`config.mk`:
```
export PLATFORM = sky130hd
export DESIGN_NAME = system_clock_select
export DESIGN_NICKNAME = d
export VERILOG_FILES = /design/src/inc/clk_sel_pkg.sv /design/src/verilog/system_clock_select.sv
export SDC_FILE = /design/constraint.sdc
export NUM_CORES = 1
export LEC_CHECK = 0
export BUFFER_PORTS_ARGS = -buffer_cell sky130_fd_sc_hd__buf_2
export CAP_MARGIN = 20
export CELL_PAD_IN_SITES_DETAIL_PLACEMENT = 0
export CELL_PAD_IN_SITES_GLOBAL_PLACEMENT = 2
export CORE_MARGIN = 2
export CORE_UTILIZATION = 27
export CTS_CLUSTER_SIZE = 14
export DETAILED_ROUTE_END_ITERATION = 10
export GPL_TIMING_DRIVEN = 0
export PLACE_DENSITY = 0.91
export REMOVE_ABC_BUFFERS = 1
export SETUP_SLACK_MARGIN = 0.1
export SYNTH_ARGS = -nofsm -noshare
export SYNTH_HDL_FRONTEND = slang
export SYNTH_SLANG_ARGS = --single-unit
```
`constraint.sdc`:
```
create_clock -name clk -period 2.2 [get_ports clk]
set_input_delay 0 -clock clk [delete_from_list [all_inputs] [get_ports clk]]
set_output_delay 0 -clock clk [all_outputs]
set_load 0.02 [all_outputs]
```
`src/inc/clk_sel_pkg.sv`:
```
// Package of register map, field layout and types for the system clock select block
// Functional notes
// - Slow type bit changes only in fast mode
// - Slow type 0 slow RC, 1 crystal
// - Halt bit 1 stops fast sub-oscillator
// - Halt bit changes in slow/alternate mode only
// - Clock choice writable if sub running/alternate
// - Choice 0 runs system from slow source
// - Divider field 000..101 divides 32..1, reset 101
// - Five-bit trim tunes fast RC frequency
// - Alternate halt bit stops alternate RC
// - Fast kind 0 sub source, 1 alternate
// - Choice 1 runs system from fast source
package clk_sel_pkg;
  // ****************************************
  // Register offsets
  // ****************************************
  localparam logic [7:0] CLOCK_CONTROL_OFS     = 8'hD8;
  localparam logic [7:0] RC_TRIM_CONFIG_OFS    = 8'hF7;
  localparam logic [7:0] AUXILIARY_CONTROL_OFS = 8'hF8;
  localparam logic [7:0] FAST_SUB_SELECT_OFS   = 8'hF9;
  localparam logic [7:0] CLOCK_STATUS_OFS      = 8'hFA;
  // ****************************************
  // Field positions
  // ****************************************
  localparam int FAST_KIND_BIT    = 7;
  localparam int SYS_CHOICE_BIT   = 5;
  localparam int SLOW_TYPE_BIT    = 4;
  localparam int SUB_HALT_BIT     = 3;
  localparam int DIV_LSB          = 0;
  localparam int DIV_W            = 3;
  localparam int TRIM_W           = 5;
  localparam int ALT_HALT_BIT     = 1;
  localparam int SUB_CRYSTAL_BIT  = 0;
  // ****************************************
  // Reset values
  // ****************************************
  localparam logic [2:0] DIV_RESET  = 3'h5;
  localparam logic [4:0] TRIM_RESET = 5'h00;
  localparam logic [2:0] DIV_BY_ONE = 3'h5;
  // Selected oscillator source
  typedef enum logic [2:0] {
    SRC_SLOW_RC,
    SRC_SLOW_XTAL,
    SRC_FAST_RC,
    SRC_FAST_XTAL,
    SRC_ALT_RC
  } clk_src_e;
  // Oscillator enables and pin ownership
  typedef struct packed {
    logic slowRcOn;
    logic slowXtalOn;
    logic fastRcOn;
    logic fastXtalOn;
    logic altRcOn;
    logic slowXtalPins;
    logic fastXtalPins;
  } osc_ctl_s;
endpackage

```
`src/verilog/system_clock_select.sv`:
```
// System clock source select, prescaler and oscillator control with Wishbone slave
`timescale 1ns/1ps
module system_clock_select (
  // Clock and reset
  input  wire logic                 clk,
  input  wire logic                 resetn,
  // Wishbone classic slave
  input  wire logic                 cycI,
  input  wire logic                 stbI,
  input  wire logic                 weI,
  input  wire logic [7:0]           adrI,
  input  wire logic [3:0]           selI,
  input  wire logic [31:0]          datI,
  output logic      [31:0]          datO,
  output logic                      ackO,
  output logic                      errO,
  // Oscillator control
  output clk_sel_pkg::osc_ctl_s     oscCtl,
  output clk_sel_pkg::clk_src_e     clkSource,
  output logic      [4:0]           fastRcTrim,
  // Divided clock enable pulse
  output logic                      sysClkEn
);
  import clk_sel_pkg::*;

  // ****************************************
  // Control registers
  // ****************************************
  logic             fastSourceKind;
  logic             systemClockChoice;
  logic             slowSourceType;
  logic             fastSubOscHalt;
  logic [DIV_W-1:0] clockDividerField;
  logic [TRIM_W-1:0] trimReg;
  logic             alternateRcHalt;
  logic             fastSubCrystal;
  logic [4:0]       divCount;

  // ****************************************
  // Bus decode
  // ****************************************
  wire       access     = cycI & stbI & ~ackO & ~errO;
  wire       hitCtl     = adrI == CLOCK_CONTROL_OFS;
  wire       hitTrim    = adrI == RC_TRIM_CONFIG_OFS;
  wire       hitAux     = adrI == AUXILIARY_CONTROL_OFS;
  wire       hitSub     = adrI == FAST_SUB_SELECT_OFS;
  wire       hitStat    = adrI == CLOCK_STATUS_OFS;
  wire       mapped     = hitCtl | hitTrim | hitAux | hitSub | hitStat;
  wire       wrLane0    = access & weI & selI[0];
  wire       wrCtl      = wrLane0 & hitCtl;
  wire       wrTrim     = wrLane0 & hitTrim;
  wire       wrAux      = wrLane0 & hitAux;
  wire       wrSub      = wrLane0 & hitSub;
  wire [7:0] wd         = datI[7:0];

  // ****************************************
  // Mode permission terms
  // ****************************************
  wire fastMode       = systemClockChoice;
  wire slowMode       = ~systemClockChoice;
  wire mayTypeSlow    = fastMode;
  wire mayHaltSub     = slowMode | fastSourceKind;
  wire mayChoose      = ~fastSubOscHalt | fastSourceKind;
  wire mayKindFast    = slowMode;

  // Next values; disallowed writes keep the old bit
  wire next_slowSourceType    = (wrCtl & mayTypeSlow) ? wd[SLOW_TYPE_BIT] : slowSourceType;
  wire next_fastSubOscHalt    = (wrCtl & mayHaltSub) ? wd[SUB_HALT_BIT] : fastSubOscHalt;
  wire next_systemClockChoice = (wrCtl & mayChoose) ? wd[SYS_CHOICE_BIT] : systemClockChoice;
  wire next_fastSourceKind    = (wrAux & mayKindFast) ? wd[FAST_KIND_BIT] : fastSourceKind;
  wire next_fastSubCrystal    = (wrSub & slowMode) ? wd[SUB_CRYSTAL_BIT] : fastSubCrystal;

  // Control register update
  always_ff @(posedge clk or negedge resetn) begin
    if (!resetn) begin
      slowSourceType    <= 1'b0;
      fastSubOscHalt    <= 1'b0;
      systemClockChoice <= 1'b0;
      fastSourceKind    <= 1'b0;
      fastSubCrystal    <= 1'b0;
    end else begin
      slowSourceType    <= next_slowSourceType;
      fastSubOscHalt    <= next_fastSubOscHalt;
      systemClockChoice <= next_systemClockChoice;
      fastSourceKind    <= next_fastSourceKind;
      fastSubCrystal    <= next_fastSubCrystal;
    end
  end

  // Unrestricted fields
  always_ff @(posedge clk or negedge resetn) begin
    if (!resetn) begin
      clockDividerField <= DIV_RESET;
      trimReg           <= TRIM_RESET;
      alternateRcHalt   <= 1'b0;
    end else begin
      if (wrCtl) begin
        clockDividerField <= wd[DIV_LSB +: DIV_W];
      end
      if (wrTrim) begin
        trimReg <= wd[TRIM_W-1:0];
      end
      if (wrAux) begin
        alternateRcHalt <= wd[ALT_HALT_BIT];
      end
    end
  end

  // ****************************************
  // Source selection and oscillator enables
  // ****************************************
  wire [2:0] next_src =
      !systemClockChoice ? (slowSourceType ? SRC_SLOW_XTAL : SRC_SLOW_RC) :
      fastSourceKind     ? SRC_ALT_RC :
      fastSubCrystal     ? SRC_FAST_XTAL : SRC_FAST_RC;
  wire osc_ctl_s next_osc = '{
      slowRcOn:     ~slowSourceType,
      slowXtalOn:   slowSourceType,
      fastRcOn:     ~fastSubOscHalt & ~fastSubCrystal,
      fastXtalOn:   ~fastSubOscHalt & fastSubCrystal,
      altRcOn:      ~alternateRcHalt,
      slowXtalPins: slowSourceType,
      fastXtalPins: fastSubCrystal};

  // ****************************************
  // Prescaler: divide by 2^(5-field), by 1 for fields 5 to 7
  // ****************************************
  function automatic logic [4:0] div_mask(input logic [2:0] f);
    logic [4:0] m;
    m = 5'h00;
    case (f)
      3'h0:    m = 5'h1F;
      3'h1:    m = 5'h0F;
      3'h2:    m = 5'h07;
      3'h3:    m = 5'h03;
      3'h4:    m = 5'h01;
      default: m = 5'h00;
    endcase
    return m;
  endfunction

  wire [4:0] mask     = div_mask(clockDividerField);
  wire       divWrap  = (divCount & mask) == mask;
  wire [4:0] next_div = divWrap ? 5'h00 : 5'(divCount + 5'h01);

  // Prescaler counter and enable pulse
  always_ff @(posedge clk or negedge resetn) begin
    if (!resetn) begin
      divCount <= 5'h00;
      sysClkEn <= 1'b0;
    end else begin
      divCount <= next_div;
      sysClkEn <= divWrap;
    end
  end

  // ****************************************
  // Read data and answer
  // ****************************************
  wire [7:0] rdCtl  = {2'b00, systemClockChoice, slowSourceType, fastSubOscHalt, clockDividerField};
  wire [7:0] rdAux  = {fastSourceKind, 5'b00000, alternateRcHalt, 1'b0};
  wire [7:0] rdStat = {5'b00000, next_src};
  wire [7:0] rdByte = hitCtl  ? rdCtl :
                      hitTrim ? {3'b000, trimReg} :
                      hitAux  ? rdAux :
                      hitSub  ? {7'b0000000, fastSubCrystal} :
                      hitStat ? rdStat : 8'h00;

  // Single-cycle ack or err, dropped the cycle after
  always_ff @(posedge clk or negedge resetn) begin
    if (!resetn) begin
      ackO <= 1'b0;
      errO <= 1'b0;
      datO <= 32'h00000000;
    end else begin
      ackO <= access & mapped;
      errO <= access & ~mapped;
      datO <= (access & ~weI) ? {24'h000000, rdByte} : 32'h00000000;
    end
  end

  // Registered clock outputs
  always_ff @(posedge clk or negedge resetn) begin
    if (!resetn) begin
      clkSource  <= SRC_SLOW_RC;
      oscCtl     <= '{slowRcOn: 1'b1, altRcOn: 1'b1, fastRcOn: 1'b1, default: 1'b0};
      fastRcTrim <= TRIM_RESET;
    end else begin
      clkSource  <= clk_src_e'(next_src);
      oscCtl     <= next_osc;
      fastRcTrim <= trimReg;
    end
  end
endmodule

```
==> results of run 1 <==
==> flip-flops by register name (all words and copies together), names as in the netlist <==
signal / cells
datO: 7
slowSourceType: 1
ackO: 1
sysClkEn: 1
divCount: 5
clockDividerField: 3
fastMode: 1
alternateRcHalt: 1
trimReg: 5
clkSource: 3
errO: 1
fastSubOscHalt: 1
oscCtl: 6
fastSubCrystal: 1
fastRcTrim: 5
fastSourceKind: 1
==> cells by family (layout without fill, tap and decap cells) <==
kind of cell	Yosys count	count (layout)	share of synthesized area (%)
compound gates	19	19	6.33
fa+ha+maj	2	2	1.13
xor+xnor	3	3	1.32
buf+inv	35	68	12.0
flops	43	43	54.2
simple gates	56	56	16.9
mux	14	14	7.90
other cells	1	25	0.188
==> final timing paths <==
check | to | depth (start not counted) | from
worst min register to register | fastRcTrim[4] | 0 | trimReg[4]
worst max-delay path | slowSourceType | 4 | errO
min in group asynchronous | oscCtl[0] | 2 | resetn
max in group asynchronous | divCount[4] | 2 | resetn
worst min-delay path | datO[5] | 3 | cycI
worst max register to register | slowSourceType | 4 | errO
==> critical path: stages (launching register included) <==
cell and delay (ns):
dfrtp_1 0.38, nand4bb_4 0.25, or2_1 0.39, nor3_1 0.29, mux2_2 0.37
==> layout make-up <==
| class | count | share of cell area, % |
|---|---|---|
| well taps | 99 | 5.07 |
| flip-flops and latches | 43 | 44.3 |
| multi-input cells | 119 | 31.3 |
| clock buffers | 6 | 2.97 |
| repair buffers | 54 | 12.9 |
| inverters | 6 | 0.923 |
| clock inverters | 2 | 2.46 |
==> report_power, final <==
| part | switching (mW) | internal [mW] |
|---|---|---|
| Clock | 0.254 | 0.453 |
| Combinational | 0.0930 | 0.0419 |
| Sequential | 0.00868 | 0.801 |
==> metal layers <==
| metal | up-vias | track usage, % | part of all wire [%] |
|---|---|---|---|
| li1 | 656 | - | - |
| met1 | 658 | 14.1 | 45 |
| met5 | - | 0 | 0 |
| met3 | 8 | 3.19 | 6.1 |
| met4 | 0 | 4.62 | 2.4 |
| met2 | 47 | 15.2 | 46 |
==> cells in the mapped netlist <==
master / instances
buf_6: 1
and4_1: 1
nand4bb_4: 1
buf_2: 2
o22ai_1: 1
a21oi_1: 4
o21ba_2: 1
dfstp_2: 5
conb_1: 1
nor4_4: 1
nand4b_1: 2
maj3_1: 1
ha_1: 1
o21a_1: 2
nand3_2: 1
nor2_2: 2
o311ai_0: 1
xor2_1: 2
a31oi_1: 1
nor4_1: 2
o21ai_0: 3
mux2_1: 1
or2_1: 1
nor3b_2: 1
o211ai_1: 1
inv_1: 6
nand3_1: 3
and2_1: 2
nand4_1: 3
nor3_1: 8
nor2_1: 15
a21o_1: 1
nor2b_1: 5
a22oi_1: 4
nand2_1: 6
and3_1: 2
buf_4: 26
dfrtp_1: 38
mux2_2: 13
xnor2_1: 1
==> stage by stage <==
| step | instance area, sq um | cells |
|---|---|---|
| 5_1_grt | 2440 | 329 |
| 4_1_cts | 2440 | 329 |
| 6_report | 2440 | 329 |
| 3_5_place_dp | 2220 | 312 |
| 3_3_place_gp | 2220 | 312 |
| 2_1_floorplan | 1870 | 168 |
==> impl_metrics.tcl, run 1 <==
set metrics [dict create \
    status "finished, final reports clean" \
    regArea_sq_um 1080 \
    finalSetupViolCount 0 \
    fmax_ghz 0.558 \
    critical_path_class "reg2reg" \
    cts_setup_buffers 0 \
    first_global_vias 1333 \
    worstPathArrival_ns 1.97 \
    multi_input_area_sq_um 764 \
    rsz0062_at_grt "no" \
    cts_resized 0 \
    ant_nets 0 \
    worst_slew_pin_slew_ns 0.902 \
    finish.utilization_pct 33.8 \
    period_share_pct 81.4 \
    dr.pass1.iters 4 \
    netlist_instances 173 \
    cts.sinks 43 \
    grt_start_max_net_pins 44 \
    cts_made_buffers 5 \
    globalplace.congestion 0.779 \
    rrSetupSlack_ns 0.41 \
    synth_top_area_share_pct 47.6 \
    h-tree-depth 2 \
    worstPathMaxFanout 7 \
    power_density_nw_per_um2 677 \
    finalClockSkew_ns 0.00788 \
    initial_core_util_pct 27.7 \
    clk_pin_slew_worst_paths_ns 0.08 \
    endpoint_kind "register" \
    grt_util_all_layers_pct 10.3 \
    wl_per_cell_um 11.9 \
    synth_cell_type_count 40 \
    clock_latency_ns 0.29 \
    ys_ff_latch 43 \
    synthesis.area_per_instance_sq_um 11.5 \
    dpl_worst_slack_ns 0.425 \
    slew_violations 0 \
    cts_tree "yes" \
    mostFrequentLayoutCells "45 x buf_2, 38 x dfrtp_1, 25 x conb_1" \
    routed_via_density 4.16 \
    antenna_found_initial 0 \
    min_path_type "in2reg" \
    num_rows 31 \
    wl_mm 3.90 \
    drv_cap 0 \
    clockRootBuffer "clkbuf_8" \
    relSlewSlack_pct 39.9 \
    detailroute.via_count 1369 \
    drive_gt1_share_pct 33.5 \
    yosysTopAreaCell "dfrtp_1" \
    diodes 0 \
    required_ns 2.38 \
    drc 0 \
    pin_count 99 \
    start_kind "register" \
    synth_warnings 0 \
    hold_slack_ns 0.0184 \
    tns_ns 0 \
    ir_worst_vdd_uv 209 \
    die_w_um 90.0 \
    synth_area_sq_um 2000 \
    fillerInstances 762 \
    power_mw 1.65 \
    fin_ws_ns 0.409 \
    hold_viol 0 \
    grt_pass1_wl_mm 6.66 \
    fin_nets 279 \
    synthTopCellsByArea "dfrtp_1 48%, buf_4 9.8%, mux2_2 7.3%" \
    hpwlAfterDp_mm 2.85 \
    synthToLayoutAreaGrowth_pct 22.3 \
    gr-total-overflow 0 \
    fin_crit_ns 1.79 \
    drt-initial-drc-count 65 \
    clockBufferDepth 2 \
    p_leak_nw 1.19 \
    coreArea_sq_um 7210 \
    port-buffer-count 45 \
    fp.dieArea_sq_um 8090 \
    holdBufCountCts 9 \
    die_h_um 90.0 \
    layout_commonest_cell "buf_2" \
    ys_seq_area_share_pct 54.2 \
]
No activity file was read; power rests on OpenSTA's default activity.
==> run 2: changes to the inputs <==
--- a/config.mk
+++ b/config.mk
@@ -10,11 +10,11 @@
 export CELL_PAD_IN_SITES_DETAIL_PLACEMENT = 0
 export CELL_PAD_IN_SITES_GLOBAL_PLACEMENT = 2
 export CORE_MARGIN = 2
-export CORE_UTILIZATION = 27
+export CORE_UTILIZATION = 24
 export CTS_CLUSTER_SIZE = 14
 export DETAILED_ROUTE_END_ITERATION = 10
 export GPL_TIMING_DRIVEN = 0
-export PLACE_DENSITY = 0.91
+export PLACE_DENSITY = 0.87
 export REMOVE_ABC_BUFFERS = 1
 export SETUP_SLACK_MARGIN = 0.1
 export SYNTH_ARGS = -nofsm -noshare
==> constraint.sdc (replaced) <==
create_clock -name clk -period 1.51 [get_ports clk]
set_input_delay 0 -clock clk [delete_from_list [all_inputs] [get_ports clk]]
set_output_delay 0 -clock clk [all_outputs]
set_load 0.02 [all_outputs]
==> run 2 against run 1 <==
  * The run now ends with setup timing left
  * Sequential share of layout area down 2.2 points
  * Final cell count increased by 3.3%
  * Sequential power grew 46%
  * Utilization decreased by 2.2 points
  * First-iteration DRC count is 6.2% higher
  * Maximum frequency rose by 14%
  * Worst setup slack got worse by 0.47 ns
  * Worst hold slack better by 0.040 ns
  * Sequential cell count stayed put
  * Die area grew 12%
  * Non-clock buffer count is 6 higher
  * Critical path type unchanged
  * Largest cell class unchanged
  * Highest routed layer unchanged
==> impl_metrics.tcl, run 2 (synthesized netlist as in run 1, its figures left out) <==
set metrics [dict create \
    die_w_um 95.2 \
    fillerInstances 814 \
    slew_violations 0 \
    cts_tree "yes" \
    worst_slew_pin_slew_ns 0.933 \
    path_cells "nand4bb_4 > or2_4 > nor3_2 > mux2_4" \
    grt_pass1_wl_mm 6.69 \
    drt-initial-drc-count 69 \
    cts_made_buffers 5 \
    crit_path_top_delay_cell "dfrtp_1" \
    required_ns 1.69 \
    slowest_delay_ns 0.39 \
    min_path_type "in2reg" \
    globalplace.congestion 0.807 \
    dr.pass1.iters 4 \
    num_rows 33 \
    die_h_um 95.2 \
    dpl_worst_slack_ns -0.307 \
    first_global_vias 1374 \
    clock_latency_ns 0.29 \
    cts.sinks 43 \
    fp.dieArea_sq_um 9060 \
    drive_gt1_share_pct 40.4 \
    tns_ns -0.152 \
    drc 0 \
    antenna_found_initial 0 \
    instances_no_fill 340 \
    layout_commonest_cell "buf_2" \
    hold_viol 0 \
    routed_via_density 4.12 \
    ant_nets 0 \
    period_share_pct 104 \
    clockBufferDepth 2 \
    finalSetupViolCount 6 \
    drv_cap 0 \
    port-buffer-count 45 \
    top_register "datO" \
    wl_mm 4.18 \
    initial_core_util_pct 24.5 \
    worstPathMaxFanout 7 \
    fin_ws_ns -0.0601 \
    rsz0062_at_grt "yes" \
    wl_per_cell_um 12.3 \
    coreArea_sq_um 8130 \
    h-tree-depth 2 \
    largest_register_ffs 7 \
    pin_count 99 \
    detailroute.via_count 1402 \
    rrSetupSlack_ns -0.06 \
    fmax_ghz 0.637 \
    hpwlAfterDp_mm 3.02 \
    status "finished with violations" \
    finalClockSkew_ns 0.0110 \
    synthToLayoutAreaGrowth_pct 28.9 \
    start_kind "register" \
    fin_nets 285 \
    reg_top3 "datO x7, oscCtl x6" \
    relSlewSlack_pct 37.8 \
    mostFrequentLayoutCells "45 x buf_2, 37 x dfrtp_1, 25 x conb_1" \
    grt_start_max_net_pins 44 \
    fin_crit_ns 1.57 \
    power_density_nw_per_um2 876 \
    dp_cells 318 \
    violations "setup timing" \
    diodes 0 \
    gr-total-overflow 0 \
    ir_worst_vdd_uv 302 \
    p_leak_nw 1.25 \
    endpoint_kind "register" \
    grt_util_all_layers_pct 9.88 \
    critical_path_class "reg2reg" \
    worstPathArrival_ns 1.75 \
    clk_pin_slew_worst_paths_ns 0.08 \
    clockRootBuffer "clkbuf_8" \
]
## run 2: routing by layer
metal | GRT usage, % | vias to the layer above | wire (um)
met5 | 0 | - | 0
met4 | 3.86 | 0 | 70
met3 | 2.85 | 5 | 235
met2 | 15.4 | 48 | 1930
met1 | 12.9 | 680 | 1940
li1 | - | 669 | -
## run 2: repair_timing
item                                    CTS  global route
hold buffers                              9             0
pin swaps                                 3             3
endpoints found under the hold margin    51             0
gates resized for setup                  17             9
endpoints found under the setup margin   17            17
setup buffers                             5             1
## run 2: worst max-delay path, delay by kind of cell (launching register included)
kind             cells  cell delay [ns]
AND/OR/NAND/NOR      3             0.75
flip-flops           1             0.39
multiplexers         1             0.32
## run 2: metrics by stage
step	util, %	area [sq um]	hold slack, ns	power (mW)
after CTS	31.0	2520	0.0618	2.28
after floorplan	-	1870	-0.296	1.30
final	31.6	2570	0.0580	2.25
after global placement	27.4	2230	0.176	1.38
after detailed placement	27.4	2230	0.203	1.38
after global routing	31.6	2570	0.0787	2.37
## run 2: layout make-up
class | instances | area, sq um | area share, %
well taps | 105 | 131 | 5.11
clock inverters | 2 | 37.5 | 1.46
inverters | 6 | 22.5 | 0.875
multi-input cells | 119 | 868 | 33.8
flip-flops and latches | 43 | 1080 | 42.1
clock buffers | 5 | 68.8 | 2.68
repair buffers | 60 | 360 | 14.0
## run 2: path summary, 6_finish.rpt
kind / startpoint / cells after the start / endpoint
min in group asynchronous: resetn / 2 / oscCtl[0]
min reg2reg: trimReg[4] / 0 / fastRcTrim[4]
min: adrI[4] / 3 / ackO
max reg2reg: ackO / 4 / fastMode
max: ackO / 4 / fastMode
max in group asynchronous: resetn / 2 / fastMode
## run 2: power breakdown
| part | switching [mW] | internal (mW) | total, mW | leakage (nW) |
|---|---|---|---|---|
| logic | 0.145 | 0.0697 | 0.215 | 0.629 |
| clock network | 0.376 | 0.483 | 0.859 | 0.0502 |
| registers | 0.0128 | 1.17 | 1.18 | 0.571 |
| total | 0.534 | 1.72 | 2.25 | 1.25 |
